File: src/rlw_pkg.sv
// package: constants and types of the remote link watchdog
package rlw_pkg;

  // ************************************************************
  // register map (byte addresses)
  // ************************************************************
  localparam logic [7:0] CTRL_OFF      = 8'h00;
  localparam logic [7:0] TIMEOUT_OFF   = 8'h04;
  localparam logic [7:0] STATUS_OFF    = 8'h08;
  localparam logic [7:0] IRQ_STAT_OFF  = 8'h0C;
  localparam logic [7:0] IRQ_MASK_OFF  = 8'h10;
  localparam logic [7:0] ACT_TMO_OFF   = 8'h14;

  // ************************************************************
  // control fields
  // ************************************************************
  localparam int CTRL_MON_EN_BIT   = 0;
  localparam int CTRL_OFF_AFTER_BIT = 1;
  localparam int CTRL_MS_SUP_BIT   = 2;
  localparam logic [2:0] CTRL_RST  = 3'h4;

  // ************************************************************
  // status fields
  // ************************************************************
  localparam int STAT_OWNER_LSB    = 0;
  localparam int STAT_DC_ON_BIT    = 2;
  localparam int STAT_SUP_RUN_BIT  = 3;
  localparam int STAT_SLAVE_BIT    = 4;
  localparam int STAT_MSP_BIT      = 5;
  localparam int STAT_MS_RUN_BIT   = 6;

  // ************************************************************
  // event bits (irq status and mask share this layout)
  // ************************************************************
  localparam int EV_TIMEOUT_BIT    = 0;
  localparam int EV_MSP_BIT        = 1;
  localparam int EV_REM_REFUSE_BIT = 2;
  localparam int EV_INIT_REFUSE_BIT = 3;
  localparam int EV_ETH_TMO_BIT    = 4;
  localparam int EV_W              = 5;
  localparam logic [4:0] IRQ_MASK_RST = 5'h00;

  // ************************************************************
  // timing
  // ************************************************************
  localparam int TMO_W             = 16;
  localparam logic [15:0] TIMEOUT_RST = 16'h03E8;
  localparam int CLK_PERIOD_NS     = 100;
  localparam int TICK_PERIOD_NS    = 1_000_000;
  localparam int TICK_CYCLES       = (TICK_PERIOD_NS + CLK_PERIOD_NS - 1) / CLK_PERIOD_NS;
  localparam int PRE_W             = 14;
  localparam logic [15:0] MS_LINK_TMO_MS = 16'h0064;

  // ************************************************************
  // owners and AHB codes
  // ************************************************************
  typedef enum logic [1:0] {
    OWN_NONE,
    OWN_REAR,
    OWN_FRONT,
    OWN_FIELDBUS
  } rlw_owner_t;

  localparam logic [1:0] HTRANS_NONSEQ = 2'h2;
  localparam int HTRANS_ACT_BIT     = 1;

endpackage : rlw_pkg

File: src/rlw_timer_if.sv
// interface: one silent-period timer and its controller
`timescale 1ns/1ps
interface rlw_timer_if;
  logic                     tick;
  logic                     restart;
  logic                     run;
  logic [rlw_pkg::TMO_W-1:0] limit;
  logic                     expire;
  logic [rlw_pkg::TMO_W-1:0] count;

  modport ctl (output tick, output restart, output run, output limit, input expire, input count);
  modport tmr (input tick, input restart, input run, input limit, output expire, output count);
endinterface : rlw_timer_if

File: src/rlw_timer.sv
// module: silent-period timer counting prescaled ticks
`timescale 1ns/1ps
module rlw_timer (
  input wire logic hclk,
  input wire logic hresetn,
  rlw_timer_if.tmr t
);

  logic [rlw_pkg::TMO_W-1:0] count_r;
  logic                      expire_r;
  logic                      at_limit;

  // zero limit expires on the first tick rather than never
  assign at_limit = (count_r + 16'h0001) >= t.limit;
  assign t.count  = count_r;
  assign t.expire = expire_r;

  always_ff @(posedge hclk or negedge hresetn) begin
    if (!hresetn) begin
      count_r  <= 16'h0000;
      expire_r <= 1'b0;
    end else begin
      expire_r <= 1'b0;
      if (!t.run || t.restart) begin
        count_r <= 16'h0000;
      end else if (t.tick) begin
        if (at_limit) begin
          count_r  <= 16'h0000;
          expire_r <= 1'b1;
        end else begin
          count_r <= count_r + 16'h0001;
        end
      end
    end
  end

endmodule : rlw_timer

File: src/rlw_watchdog.sv
// module: remote link watchdog top with AHB-Lite registers
// Summary of operation
// - timeout declared when no message arrives within the configured period
// - every message on the supervised interface restarts the period
// - on expiry remote control is left and the owner released
// - on expiry with output on, switch off or keep on per setting
// - new timeout value takes effect only after the running period ends
// - only the interface holding remote control is supervised
// - supervision inactive while the unit is a master-slave slave
// - master-slave link loss raises the protection alarm
// - network connection timeout runs independently of interface supervision
// - front port reads are always answered
// - front port writes accepted only while nobody holds control
// - front port accepts text and RTU framing, reduced command subset (here an RTU-framed front command passes even outside the subset)
// - rear port offers full command set including master operation
// - remote entry refused with error while master-slave runs
// - slave initialisation refused while rear port holds remote
//
// Chosen here: register access over AHB-Lite and the register addresses.
`timescale 1ns/1ps
module rlw_watchdog #(
  parameter int TICK_CYCLES = rlw_pkg::TICK_CYCLES
) (
  input  wire logic        hclk,
  input  wire logic        hresetn,
  input  wire logic        hsel,
  input  wire logic [31:0] haddr,
  input  wire logic [1:0]  htrans,
  input  wire logic        hwrite,
  input  wire logic [2:0]  hsize,
  input  wire logic [31:0] hwdata,
  input  wire logic        hready,
  output logic      [31:0] hrdata,
  output logic             hreadyout,
  output logic             hresp,
  input  wire logic [3:0]  msg_rx,
  input  wire logic        rem_req,
  input  wire logic [1:0]  rem_req_if,
  input  wire logic        rem_release,
  input  wire logic        ms_running,
  input  wire logic        is_slave,
  input  wire logic        slave_init_req,
  input  wire logic        ms_heartbeat,
  input  wire logic        msp_ack,
  input  wire logic        eth_timeout,
  input  wire logic        dc_on,
  input  wire logic        cmd_valid,
  input  wire logic        cmd_front,
  input  wire logic        cmd_write,
  input  wire logic        cmd_in_subset,
  input  wire logic        cmd_rtu,
  output logic             cmd_accept,
  output logic             front_rd_grant,
  output logic             front_wr_grant,
  output logic [1:0]       remote_owner,
  output logic             remote_active,
  output logic             dc_off_req,
  output logic             rem_refused,
  output logic             slave_init_ok,
  output logic             slave_init_refused,
  output logic             master_slave_protection_alarm,
  output logic             irq
);

  // ************************************************************
  // AHB-Lite slave front end
  // ************************************************************
  logic [7:0]  dp_addr_r;
  logic        dp_write_r;
  logic        addr_phase;
  logic        wr_ctrl;
  logic        wr_tmo;
  logic        wr_istat;
  logic        wr_imask;
  logic [31:0] rd_mux;

  assign addr_phase = hsel && hready && htrans[rlw_pkg::HTRANS_ACT_BIT];
  assign hreadyout  = 1'b1;
  assign hresp      = 1'b0;

  always_ff @(posedge hclk or negedge hresetn) begin
    if (!hresetn) begin
      dp_addr_r  <= 8'h00;
      dp_write_r <= 1'b0;
    end else begin
      dp_write_r <= addr_phase && hwrite;
      if (addr_phase) begin
        dp_addr_r <= haddr[7:0];
      end
    end
  end

  assign wr_ctrl  = dp_write_r && (dp_addr_r == rlw_pkg::CTRL_OFF);
  assign wr_tmo   = dp_write_r && (dp_addr_r == rlw_pkg::TIMEOUT_OFF);
  assign wr_istat = dp_write_r && (dp_addr_r == rlw_pkg::IRQ_STAT_OFF);
  assign wr_imask = dp_write_r && (dp_addr_r == rlw_pkg::IRQ_MASK_OFF);

  // ************************************************************
  // software registers
  // ************************************************************
  logic [2:0]                       ctrl_r;
  logic [rlw_pkg::TMO_W-1:0]        tmo_pend_r;
  logic [rlw_pkg::TMO_W-1:0]        tmo_act_r;
  logic [rlw_pkg::EV_W-1:0]         istat_r;
  logic [rlw_pkg::EV_W-1:0]         istat_nxt;
  logic [rlw_pkg::EV_W-1:0]         imask_r;
  logic [rlw_pkg::EV_W-1:0]         ev_set;
  logic                             mon_en;
  logic                             off_after;
  logic                             ms_sup_en;

  assign mon_en    = ctrl_r[rlw_pkg::CTRL_MON_EN_BIT];
  assign off_after = ctrl_r[rlw_pkg::CTRL_OFF_AFTER_BIT];
  assign ms_sup_en = ctrl_r[rlw_pkg::CTRL_MS_SUP_BIT];

  always_ff @(posedge hclk or negedge hresetn) begin
    if (!hresetn) begin
      ctrl_r     <= rlw_pkg::CTRL_RST;
      tmo_pend_r <= rlw_pkg::TIMEOUT_RST;
      imask_r    <= rlw_pkg::IRQ_MASK_RST;
    end else begin
      if (wr_ctrl) begin
        ctrl_r <= hwdata[2:0];
      end
      // writable any time; only staged here
      if (wr_tmo) begin
        tmo_pend_r <= hwdata[15:0];
      end
      if (wr_imask) begin
        imask_r <= hwdata[rlw_pkg::EV_W-1:0];
      end
    end
  end

  // ************************************************************
  // prescaler: one tick per millisecond
  // ************************************************************
  logic [rlw_pkg::PRE_W-1:0] pre_r;
  logic                      tick;

  assign tick = (pre_r == rlw_pkg::PRE_W'(TICK_CYCLES - 1));

  always_ff @(posedge hclk or negedge hresetn) begin
    if (!hresetn) begin
      pre_r <= 14'h0000;
    end else if (tick) begin
      pre_r <= 14'h0000;
    end else begin
      pre_r <= pre_r + 14'h0001;
    end
  end

  // ************************************************************
  // remote ownership
  // ************************************************************
  rlw_pkg::rlw_owner_t owner_r;
  rlw_pkg::rlw_owner_t owner_nxt;
  rlw_pkg::rlw_owner_t req_owner;
  logic                rem_ok;
  logic                rem_bad;
  logic                init_bad;
  logic                sup_expire;
  logic                rem_refused_r;
  logic                init_refused_r;
  logic                init_ok_r;
  logic                dc_off_r;

  assign req_owner = rlw_pkg::rlw_owner_t'(rem_req_if);
  // one user interface or the master at a time, never both
  assign rem_bad  = rem_req && (ms_running || is_slave || (owner_r != rlw_pkg::OWN_NONE)
                    || (req_owner == rlw_pkg::OWN_NONE));
  assign rem_ok   = rem_req && !rem_bad;
  assign init_bad = slave_init_req && (owner_r == rlw_pkg::OWN_REAR);

  always_comb begin
    owner_nxt = owner_r;
    case (owner_r)
      rlw_pkg::OWN_NONE: begin
        if (rem_ok) begin
          owner_nxt = req_owner;
        end
      end
      rlw_pkg::OWN_REAR,
      rlw_pkg::OWN_FRONT,
      rlw_pkg::OWN_FIELDBUS: begin
        if (sup_expire) begin
          owner_nxt = rlw_pkg::OWN_NONE;
        end else if (rem_release) begin
          owner_nxt = rlw_pkg::OWN_NONE;
        end
      end
      default: begin
        owner_nxt = rlw_pkg::OWN_NONE;
      end
    endcase
  end

  always_ff @(posedge hclk or negedge hresetn) begin
    if (!hresetn) begin
      owner_r        <= rlw_pkg::OWN_NONE;
      rem_refused_r  <= 1'b0;
      init_refused_r <= 1'b0;
      init_ok_r      <= 1'b0;
      dc_off_r       <= 1'b0;
    end else begin
      owner_r        <= owner_nxt;
      rem_refused_r  <= rem_bad;
      init_refused_r <= init_bad;
      init_ok_r      <= slave_init_req && !init_bad;
      dc_off_r       <= sup_expire && dc_on && off_after;
    end
  end

  // ************************************************************
  // interface supervision timer
  // ************************************************************
  rlw_timer_if sup_if ();
  logic sup_run;
  logic sup_run_d_r;
  logic owner_msg;

  // slaves leave supervision to their master
  assign sup_run = mon_en && !is_slave && (owner_r != rlw_pkg::OWN_NONE);
  // only the owning interface's traffic counts
  assign owner_msg = msg_rx[owner_r];

  assign sup_if.tick    = tick;
  assign sup_if.run     = sup_run;
  assign sup_if.restart = owner_msg;
  assign sup_if.limit   = tmo_act_r;
  assign sup_expire     = sup_if.expire && sup_run;

  // staged value latched only at period end or while idle
  always_ff @(posedge hclk or negedge hresetn) begin
    if (!hresetn) begin
      tmo_act_r   <= rlw_pkg::TIMEOUT_RST;
      sup_run_d_r <= 1'b0;
    end else begin
      sup_run_d_r <= sup_run;
      if (!sup_run || sup_if.expire) begin
        tmo_act_r <= tmo_pend_r;
      end
    end
  end

  rlw_timer u_sup_timer (
    .hclk    (hclk),
    .hresetn (hresetn),
    .t       (sup_if.tmr)
  );

  // ************************************************************
  // master-slave link supervision
  // ************************************************************
  rlw_timer_if ms_if ();
  logic msp_r;

  assign ms_if.tick    = tick;
  assign ms_if.run     = ms_sup_en && ms_running;
  assign ms_if.restart = ms_heartbeat;
  assign ms_if.limit   = rlw_pkg::MS_LINK_TMO_MS;

  rlw_timer u_ms_timer (
    .hclk    (hclk),
    .hresetn (hresetn),
    .t       (ms_if.tmr)
  );

  // alarm holds until acknowledged; a new loss beats the ack
  always_ff @(posedge hclk or negedge hresetn) begin
    if (!hresetn) begin
      msp_r <= 1'b0;
    end else if (ms_if.expire) begin
      msp_r <= 1'b1;
    end else if (msp_ack) begin
      msp_r <= 1'b0;
    end
  end

  // ************************************************************
  // events and interrupt
  // ************************************************************
  // network timeout is only reported; it gates nothing here
  assign ev_set = {eth_timeout, init_bad, rem_bad, ms_if.expire, sup_expire};
  assign istat_nxt = (istat_r & ~(wr_istat ? hwdata[rlw_pkg::EV_W-1:0] : 5'h00)) | ev_set;

  always_ff @(posedge hclk or negedge hresetn) begin
    if (!hresetn) begin
      istat_r <= 5'h00;
    end else begin
      istat_r <= istat_nxt;
    end
  end

  assign irq = |(istat_r & imask_r);

  // ************************************************************
  // command port gating
  // ************************************************************
  logic front_free;

  assign front_free     = (owner_r == rlw_pkg::OWN_NONE) && !is_slave && !ms_running;
  assign front_rd_grant = 1'b1;
  assign front_wr_grant = front_free;
  // rtu and text framing both pass; front takes the subset in text framing, any command in rtu
  assign cmd_accept = cmd_valid && (!cmd_front
                      || ((cmd_in_subset || cmd_rtu) && (!cmd_write || front_free)));

  // ************************************************************
  // read path
  // ************************************************************
  logic [31:0] status_w;

  always_comb begin
    status_w = 32'h0000_0000;
    status_w[rlw_pkg::STAT_OWNER_LSB +: 2] = owner_r;
    status_w[rlw_pkg::STAT_DC_ON_BIT]      = dc_on;
    status_w[rlw_pkg::STAT_SUP_RUN_BIT]    = sup_run_d_r;
    status_w[rlw_pkg::STAT_SLAVE_BIT]      = is_slave;
    status_w[rlw_pkg::STAT_MSP_BIT]        = msp_r;
    status_w[rlw_pkg::STAT_MS_RUN_BIT]     = ms_running;
  end

  always_comb begin
    case (haddr[7:0])
      rlw_pkg::CTRL_OFF:     rd_mux = {29'h0000_0000, ctrl_r};
      rlw_pkg::TIMEOUT_OFF:  rd_mux = {16'h0000, tmo_pend_r};
      rlw_pkg::STATUS_OFF:   rd_mux = status_w;
      rlw_pkg::IRQ_STAT_OFF: rd_mux = {27'h000_0000, istat_r};
      rlw_pkg::IRQ_MASK_OFF: rd_mux = {27'h000_0000, imask_r};
      rlw_pkg::ACT_TMO_OFF:  rd_mux = {16'h0000, tmo_act_r};
      default:               rd_mux = 32'h0000_0000;
    endcase
  end

  always_ff @(posedge hclk or negedge hresetn) begin
    if (!hresetn) begin
      hrdata <= 32'h0000_0000;
    end else if (addr_phase && !hwrite) begin
      hrdata <= rd_mux;
    end
  end

  // ************************************************************
  // outputs
  // ************************************************************
  assign remote_owner                  = owner_r;
  assign remote_active                 = (owner_r != rlw_pkg::OWN_NONE);
  assign dc_off_req                    = dc_off_r;
  assign rem_refused                   = rem_refused_r;
  assign slave_init_ok                 = init_ok_r;
  assign slave_init_refused            = init_refused_r;
  assign master_slave_protection_alarm = msp_r;

endmodule : rlw_watchdog

File: config.mk
export PLATFORM = sky130hd
export DESIGN_NAME = rlw_watchdog
export DESIGN_NICKNAME = d
export VERILOG_FILES = /design/src/rlw_pkg.sv /design/src/rlw_timer_if.sv /design/src/rlw_timer.sv /design/src/rlw_watchdog.sv
export SDC_FILE = /design/constraint.sdc
export NUM_CORES = 1
export LEC_CHECK = 0
export BUFFER_PORTS_ARGS = -buffer_cell sky130_fd_sc_hd__buf_4
export CORE_MARGIN = 1
export CORE_UTILIZATION = 32
export DETAILED_ROUTE_END_ITERATION = 12
export GPL_ROUTABILITY_DRIVEN = 0
export SLEW_MARGIN = 20
export SYNTH_ARGS = -nofsm -noshare
export SYNTH_HDL_FRONTEND = slang
export SYNTH_HIERARCHICAL = 1
export SYNTH_SLANG_ARGS = --single-unit
export TNS_END_PERCENT = 10
File: constraint.sdc
create_clock -name hclk -period 3 [get_ports hclk]
set_input_delay 0.15 -clock hclk [delete_from_list [all_inputs] [get_ports hclk]]
set_output_delay 0.15 -clock hclk [all_outputs]
set_load 0.005 [all_outputs]
==> flow_summary.yaml, run 1 <==
final_layout:
  area_growth_pct: 28.0
  num-nets-final: 941
  final_design_area_no_fill_sq_mm: 0.00902
  fillCellCount: 2052
  drive_gt1_share_pct: 30.4
power_and_ir_drop:
  leakage_nw: 4.32
  power.total_mw: 4.32
  ir_drop_v: 0.000377
  pwr_density_cell_mw_per_mm2: 478
placement:
  place_area_sq_mm: 0.00801
  dpl.hpwl_um: 11400
  io_buffers: 76
  dp_slack_ns: 0.149
sta:
  clock_skew_ns: 0.0113
  period_needed_ns: 2.85
  fin_crit_sh_pct: 94.9
  slew_headroom_pct: 48.5
  tightest_slew_ns: 0.772
  holdWs_ns: 0.0334
  hold_violations: 0
  setup_slack_ns: 0.152
  maxSlewViolCount: 0
  setup_viol: 0
  fmax_mhz: 351
synthesis:
  ys_seq_area_share_pct: 44.9
  synth_flop_cell: "dfrtp_1"
  ys_ff_latch: 126
  syn_area_sq_mm: 0.00705
  synth_cell_types: 64
  syn_inst: 667
  ys_warn_count: 6
  synth.avg_cell_area_sq_um: 10.6
  synthArstFlopShare_pct: 100
  synth-edff-count: 0
run_status:
  status: "finished clean"
critical_path:
  worstPathRequired_ns: 3.30
  slowest_delay_ns: 0.40
  arrival_ns: 3.15
  critPathKind: "flop to flop"
  cp_slowest_cell: "dfrtp_1"
  reg2reg_from: "u_ms_timer/t.count[7]"
  path_max_fanout: 8
  crit_path_end_kind: "flop"
  critPathLaunchType: "flop"
  path_cells: "and4_4 > nand3_4 > or3_1 > xor2_1 > inv_1 > ha_1 > nand4_1 > or2_2 > o211ai_4 > clkbuf_16 > o21ai_2"
  cp_num_buf_inv: 2
  path_delay_family: "simple AND/OR/NAND/NOR gates"
  crit_start: "u_ms_timer/t.count[7]"
detailed_routing:
  wl_per_cell_um: 14.7
  ant_nets: 0
  wl_um: 16200
  drt_first_pass_iters: 4
  num_vias: 5051
  drc_errors: 0
  via_per_inst: 4.59
  drtIter0Drc: 180
run:
  maxCapViolCount: 0
worst_hold_path:
  hold_class: "input pin to flop"
  worstHoldStart: "haddr[3]"
cts:
  clkSinkCount: 126
  tritoncts: "yes"
  clkLatencyLatePin_ns: 0.42
  htree_levels: 4
  cts_root_buf: "clkbuf_16"
  cts_buffers: 17
  cts_buffer_depth: 2
  clk_pin_slew_worst_paths_ns: 0.05
global_route:
  antenna_found_initial: 1
  track_usage_pct: 15.2
  overflow: 0
  grt_pass1_vias: 5074
  grt_pass1_wl_um: 26000
  grt_start_max_net_pins: 58
die:
  die-area_sq_mm: 0.0226
  start_util_pct: 33.1
  rows: 53
  design.core.area_sq_mm: 0.0213
  die_x_um: 150
  ios: 140
  die_y_um: 150
-- final cells by class --
cell class,count,area (sq um),area share [%]
Multi-Input combinational cell,473,3560,39.5
Inverter,66,248,2.75
Tap cell,275,344,3.81
Timing Repair Buffer,128,1090,12.1
Clock buffer,25,495,5.49
Antenna cell,1,2.50,0.0277
Sequential cell,126,3170,35.1
Clock inverter,7,110,1.22
-- final timing paths --
| kind | endpoint | slack (ns) | cells after the start |
|---|---|---|---|
| max | u_ms_timer/t.count[3] | 0.15 | 11 |
| min | dp_addr_r[3] | 0.03 | 2 |
| max reg2reg | u_ms_timer/t.count[3] | 0.15 | 11 |
| min reg2reg | istat_r[1] | 0.46 | 1 |
| max in group asynchronous | u_sup_timer/t.count[7] | 1.77 | 3 |
| min in group asynchronous | tmo_pend_r[14] | 0.34 | 2 |
-- power by group --
part	switching (mW)	total [mW]	internal, mW
Combinational	0.167	0.363	0.196
Sequential	0.0563	1.84	1.78
Clock	0.728	2.12	1.39
-- cell usage after synthesis, types with 5 or more instances --
cell / count / area (sq um)
dfrtp_1: 113 / 2830
nand2_1: 72 / 270
inv_1: 66 / 248
mux2_2: 43 / 484
ha_1: 35 / 438
o21ai_2: 27 / 236
nor2_1: 26 / 97.6
o21ai_0: 22 / 110
xnor2_1: 20 / 175
buf_4: 19 / 143
xor2_1: 19 / 166
mux2i_1: 17 / 170
a21oi_1: 16 / 80.1
nand3_1: 16 / 80.1
dfstp_2: 13 / 342
mux2_4: 10 / 150
nand2b_1: 8 / 50.1
nand4_1: 8 / 50.1
nor3_1: 6 / 30.0
o22ai_1: 6 / 37.5
a21o_1: 5 / 37.5
and4_1: 5 / 43.8
clkbuf_1: 5 / 18.8
nor2b_1: 5 / 31.3
nor4_1: 5 / 31.3
-- cell usage in the layout (no fill, tap or decap), types with 6 or more instances in the layout --
cell type / count
dfstp_2: 13
nand4_1: 8
xnor2_1: 19
conb_1: 35
inv_1: 66
o21ai_2: 27
buf_4: 95
mux2_4: 10
nand2b_1: 8
o22ai_1: 6
clkbuf_16: 18
nand3_1: 16
nor2_1: 24
a21oi_1: 16
ha_1: 34
mux2_2: 43
dfrtp_1: 111
dlygate4sd3_1: 29
nor3_1: 6
o21ai_0: 22
xor2_1: 16
nand2_1: 72
mux2i_1: 17
-- flip-flops by register name, summed over array words and instances (netlist names), 3 cells and up --
name / flops
ctrl_r: 3
dp_addr_r: 8
hrdata: 16
imask_r: 5
istat_r: 5
pre_r: 14
sup_if.limit: 16
tmo_pend_r: 16
u_ms_timer/t.count: 16
u_sup_timer/t.count: 16
-- what timing repair did --
item,CTS,global route
endpoints found under the hold margin,79,0
hold buffers,29,0
setup buffers,0,4
gates resized for setup,0,15
endpoints found under the setup margin,0,32
-- per-layer routing --
metal  track usage, %  wire, um
met1             19.3      7570
met2             24.7      7760
met3             4.12       630
met4             5.56       269
met5                0         0
-- per-stage QoR --
step	std cells	utilization, %	TNS, ns
6_report	1101	42.4	0
5_1_grt	1100	42.4	-0.0686
4_1_cts	1095	41.8	0
3_5_place_dp	1034	37.6	0
3_3_place_gp	1034	37.6	0
2_1_floorplan	700	-	0
-- logic make-up after synthesis --
logic type | share of synthesized area (%)
DFF | 44.9
buffers and inverters | 7.10
other | 0.106
adders and majority gates | 6.21
AOI/OAI and AO/OA | 10.7
and+or+nand+nor | 14.4
muxes | 11.7
xor gates and xnor gates | 4.84
Power figures use the tool's default switching activity.
==> inputs of run 2 (changes only) <==
- RECOVER_POWER: unset -> 50
==> flow_summary.yaml, run 2 (synthesis results as in run 1) <==
run_status:
  status: "finished, violations left"
  violations: "capacitance limit"
cts:
  tritoncts: "yes"
  clkLatencyLatePin_ns: 0.42
  cts_root_buf: "clkbuf_16"
  cts_buffers: 17
  clk_pin_slew_worst_paths_ns: 0.05
  clkSinkCount: 126
  cts_buffer_depth: 2
  htree_levels: 4
power_and_ir_drop:
  ir_drop_v: 0.000376
  leakage_nw: 4.29
  pwr_density_cell_mw_per_mm2: 479
die:
  start_util_pct: 33.1
  ios: 140
  die-area_sq_mm: 0.0226
  rows: 53
  design.core.area_sq_mm: 0.0213
  die_y_um: 150
  die_x_um: 150
global_route:
  grt_util_met1_pct: 19.3
  grt_use_met3_pct: 4.12
  use_met2_pct: 24.7
  grt_pass1_vias: 5074
  grt_start_max_net_pins: 58
  antenna_found_initial: 1
  overflow: 0
  grt_pass1_wl_um: 26000
  track_usage_pct: 15.2
  global_route.peak_usage_layer: "met2"
critical_path:
  crit_path_end_kind: "flop"
  path_max_fanout: 8
  arrival_ns: 3.15
  worstPathRequired_ns: 3.30
  critPathLaunchType: "flop"
  critPathKind: "flop to flop"
  r2r_cells: 11
final_layout:
  final_cell_mix: "dfrtp_1 (111), nand2_1 (72), buf_4 (70)"
  area_growth_pct: 27.6
  seqCellArea_sq_mm: 0.00317
  num-nets-final: 941
  final_common_cell: "dfrtp_1"
  final_cells: 1101
  final_util_pct: 42.3
  multi_input_area_sq_mm: 0.00356
  fillCellCount: 2055
  drive_gt1_share_pct: 29.7
detailed_routing:
  ant_nets: 0
  drtIter0Drc: 180
  wl_um: 16200
  num_vias: 5071
  drt_first_pass_iters: 4
  via_per_inst: 4.61
  drc_errors: 0
  wl_per_cell_um: 14.7
sta:
  tightest_slew_ns: 1.50
  fin_crit_sh_pct: 94.9
  setup_viol: 0
  maxSlewViolCount: 0
  hold_violations: 0
  slew_headroom_pct: 0.275
  clock_skew_ns: 0.0113
  period_needed_ns: 2.85
  holdWs_ns: 0.0332
  fmax_mhz: 351
placement:
  io_buffers: 76
  placedCellCount: 1034
  dpl.hpwl_um: 11400
worst_hold_path:
  hold_class: "input pin to flop"
  min_path_cells: 2
run:
  maxCapViolCount: 1
==> run 2: cell count changes in the layout (fill, tap and decap cells not counted), sizes merged <==
cell,before,now
buf,98,73
clkbuf,26,51
==> run 2: final timing paths <==
check / start / end / slack (ns)
setup / recovery: u_ms_timer/t.count[7] / u_ms_timer/t.count[3] / 0.15
min in group asynchronous: hresetn / tmo_pend_r[14] / 0.62
setup reg to reg: u_ms_timer/t.count[7] / u_ms_timer/t.count[3] / 0.15
hold reg to reg: u_ms_timer/t.expire / istat_r[1] / 0.46
max in group asynchronous: hresetn / u_sup_timer/t.count[7] / 1.24
hold / removal: haddr[3] / dp_addr_r[3] / 0.03
==> run 2: final cells by class <==
cell class / instances / share of cell area (%)
clock inverter: 7 / 1.22
tap: 275 / 3.82
multi-input combinational: 473 / 39.6
sequential: 126 / 35.2
inverter: 66 / 2.75
clock buffer: 25 / 5.51
timing repair buffer: 128 / 11.8
antenna: 1 / 0.0278
==> run 2: repair_timing <==
action	in CTS	in global routing
setup buffers	0	4
hold buffers	29	0
endpoints found under the hold margin	79	0
endpoints found under the setup margin	0	32
gates resized for setup	0	15
==> run 2: routing by layer <==
| layer | share of wire, % | up-vias |
|---|---|---|
| li1 | - | 2545 |
| met1 | 47 | 2417 |
| met2 | 48 | 85 |
| met3 | 3.9 | 24 |
| met5 | 0 | - |
| met4 | 1.7 | 0 |
==> run 2: report_power, final <==
group	total, mW	internal (mW)	switching, mW
Clock	2.12	1.39	0.728
Combinational	0.361	0.194	0.167
Sequential	1.84	1.78	0.0561
==> run 2: critical path, cell delays in order (launching register included) <==
cell and delay (ns):
dfrtp_1 0.40, and4_4 0.27, nand3_4 0.10, or3_1 0.37, xor2_1 0.18, inv_1 0.07
ha_1 0.29, nand4_1 0.15, or2_2 0.35, o211ai_4 0.26, clkbuf_16 0.22, o21ai_2 0.05
==> run 2: through the flow <==
stage / TNS [ns] / instance area, sq um / setup WS, ns / power (mW)
2_1_floorplan: 0 / 7180 / 0.286 / 2.04
5_1_grt: -0.0686 / 9000 / -0.0185 / 4.49
3_5_place_dp: 0 / 8010 / 0.149 / 2.20
6_report: 0 / 9000 / 0.153 / 4.31
3_3_place_gp: 0 / 8010 / 0.177 / 2.19
4_1_cts: 0 / 8910 / 0.118 / 4.37
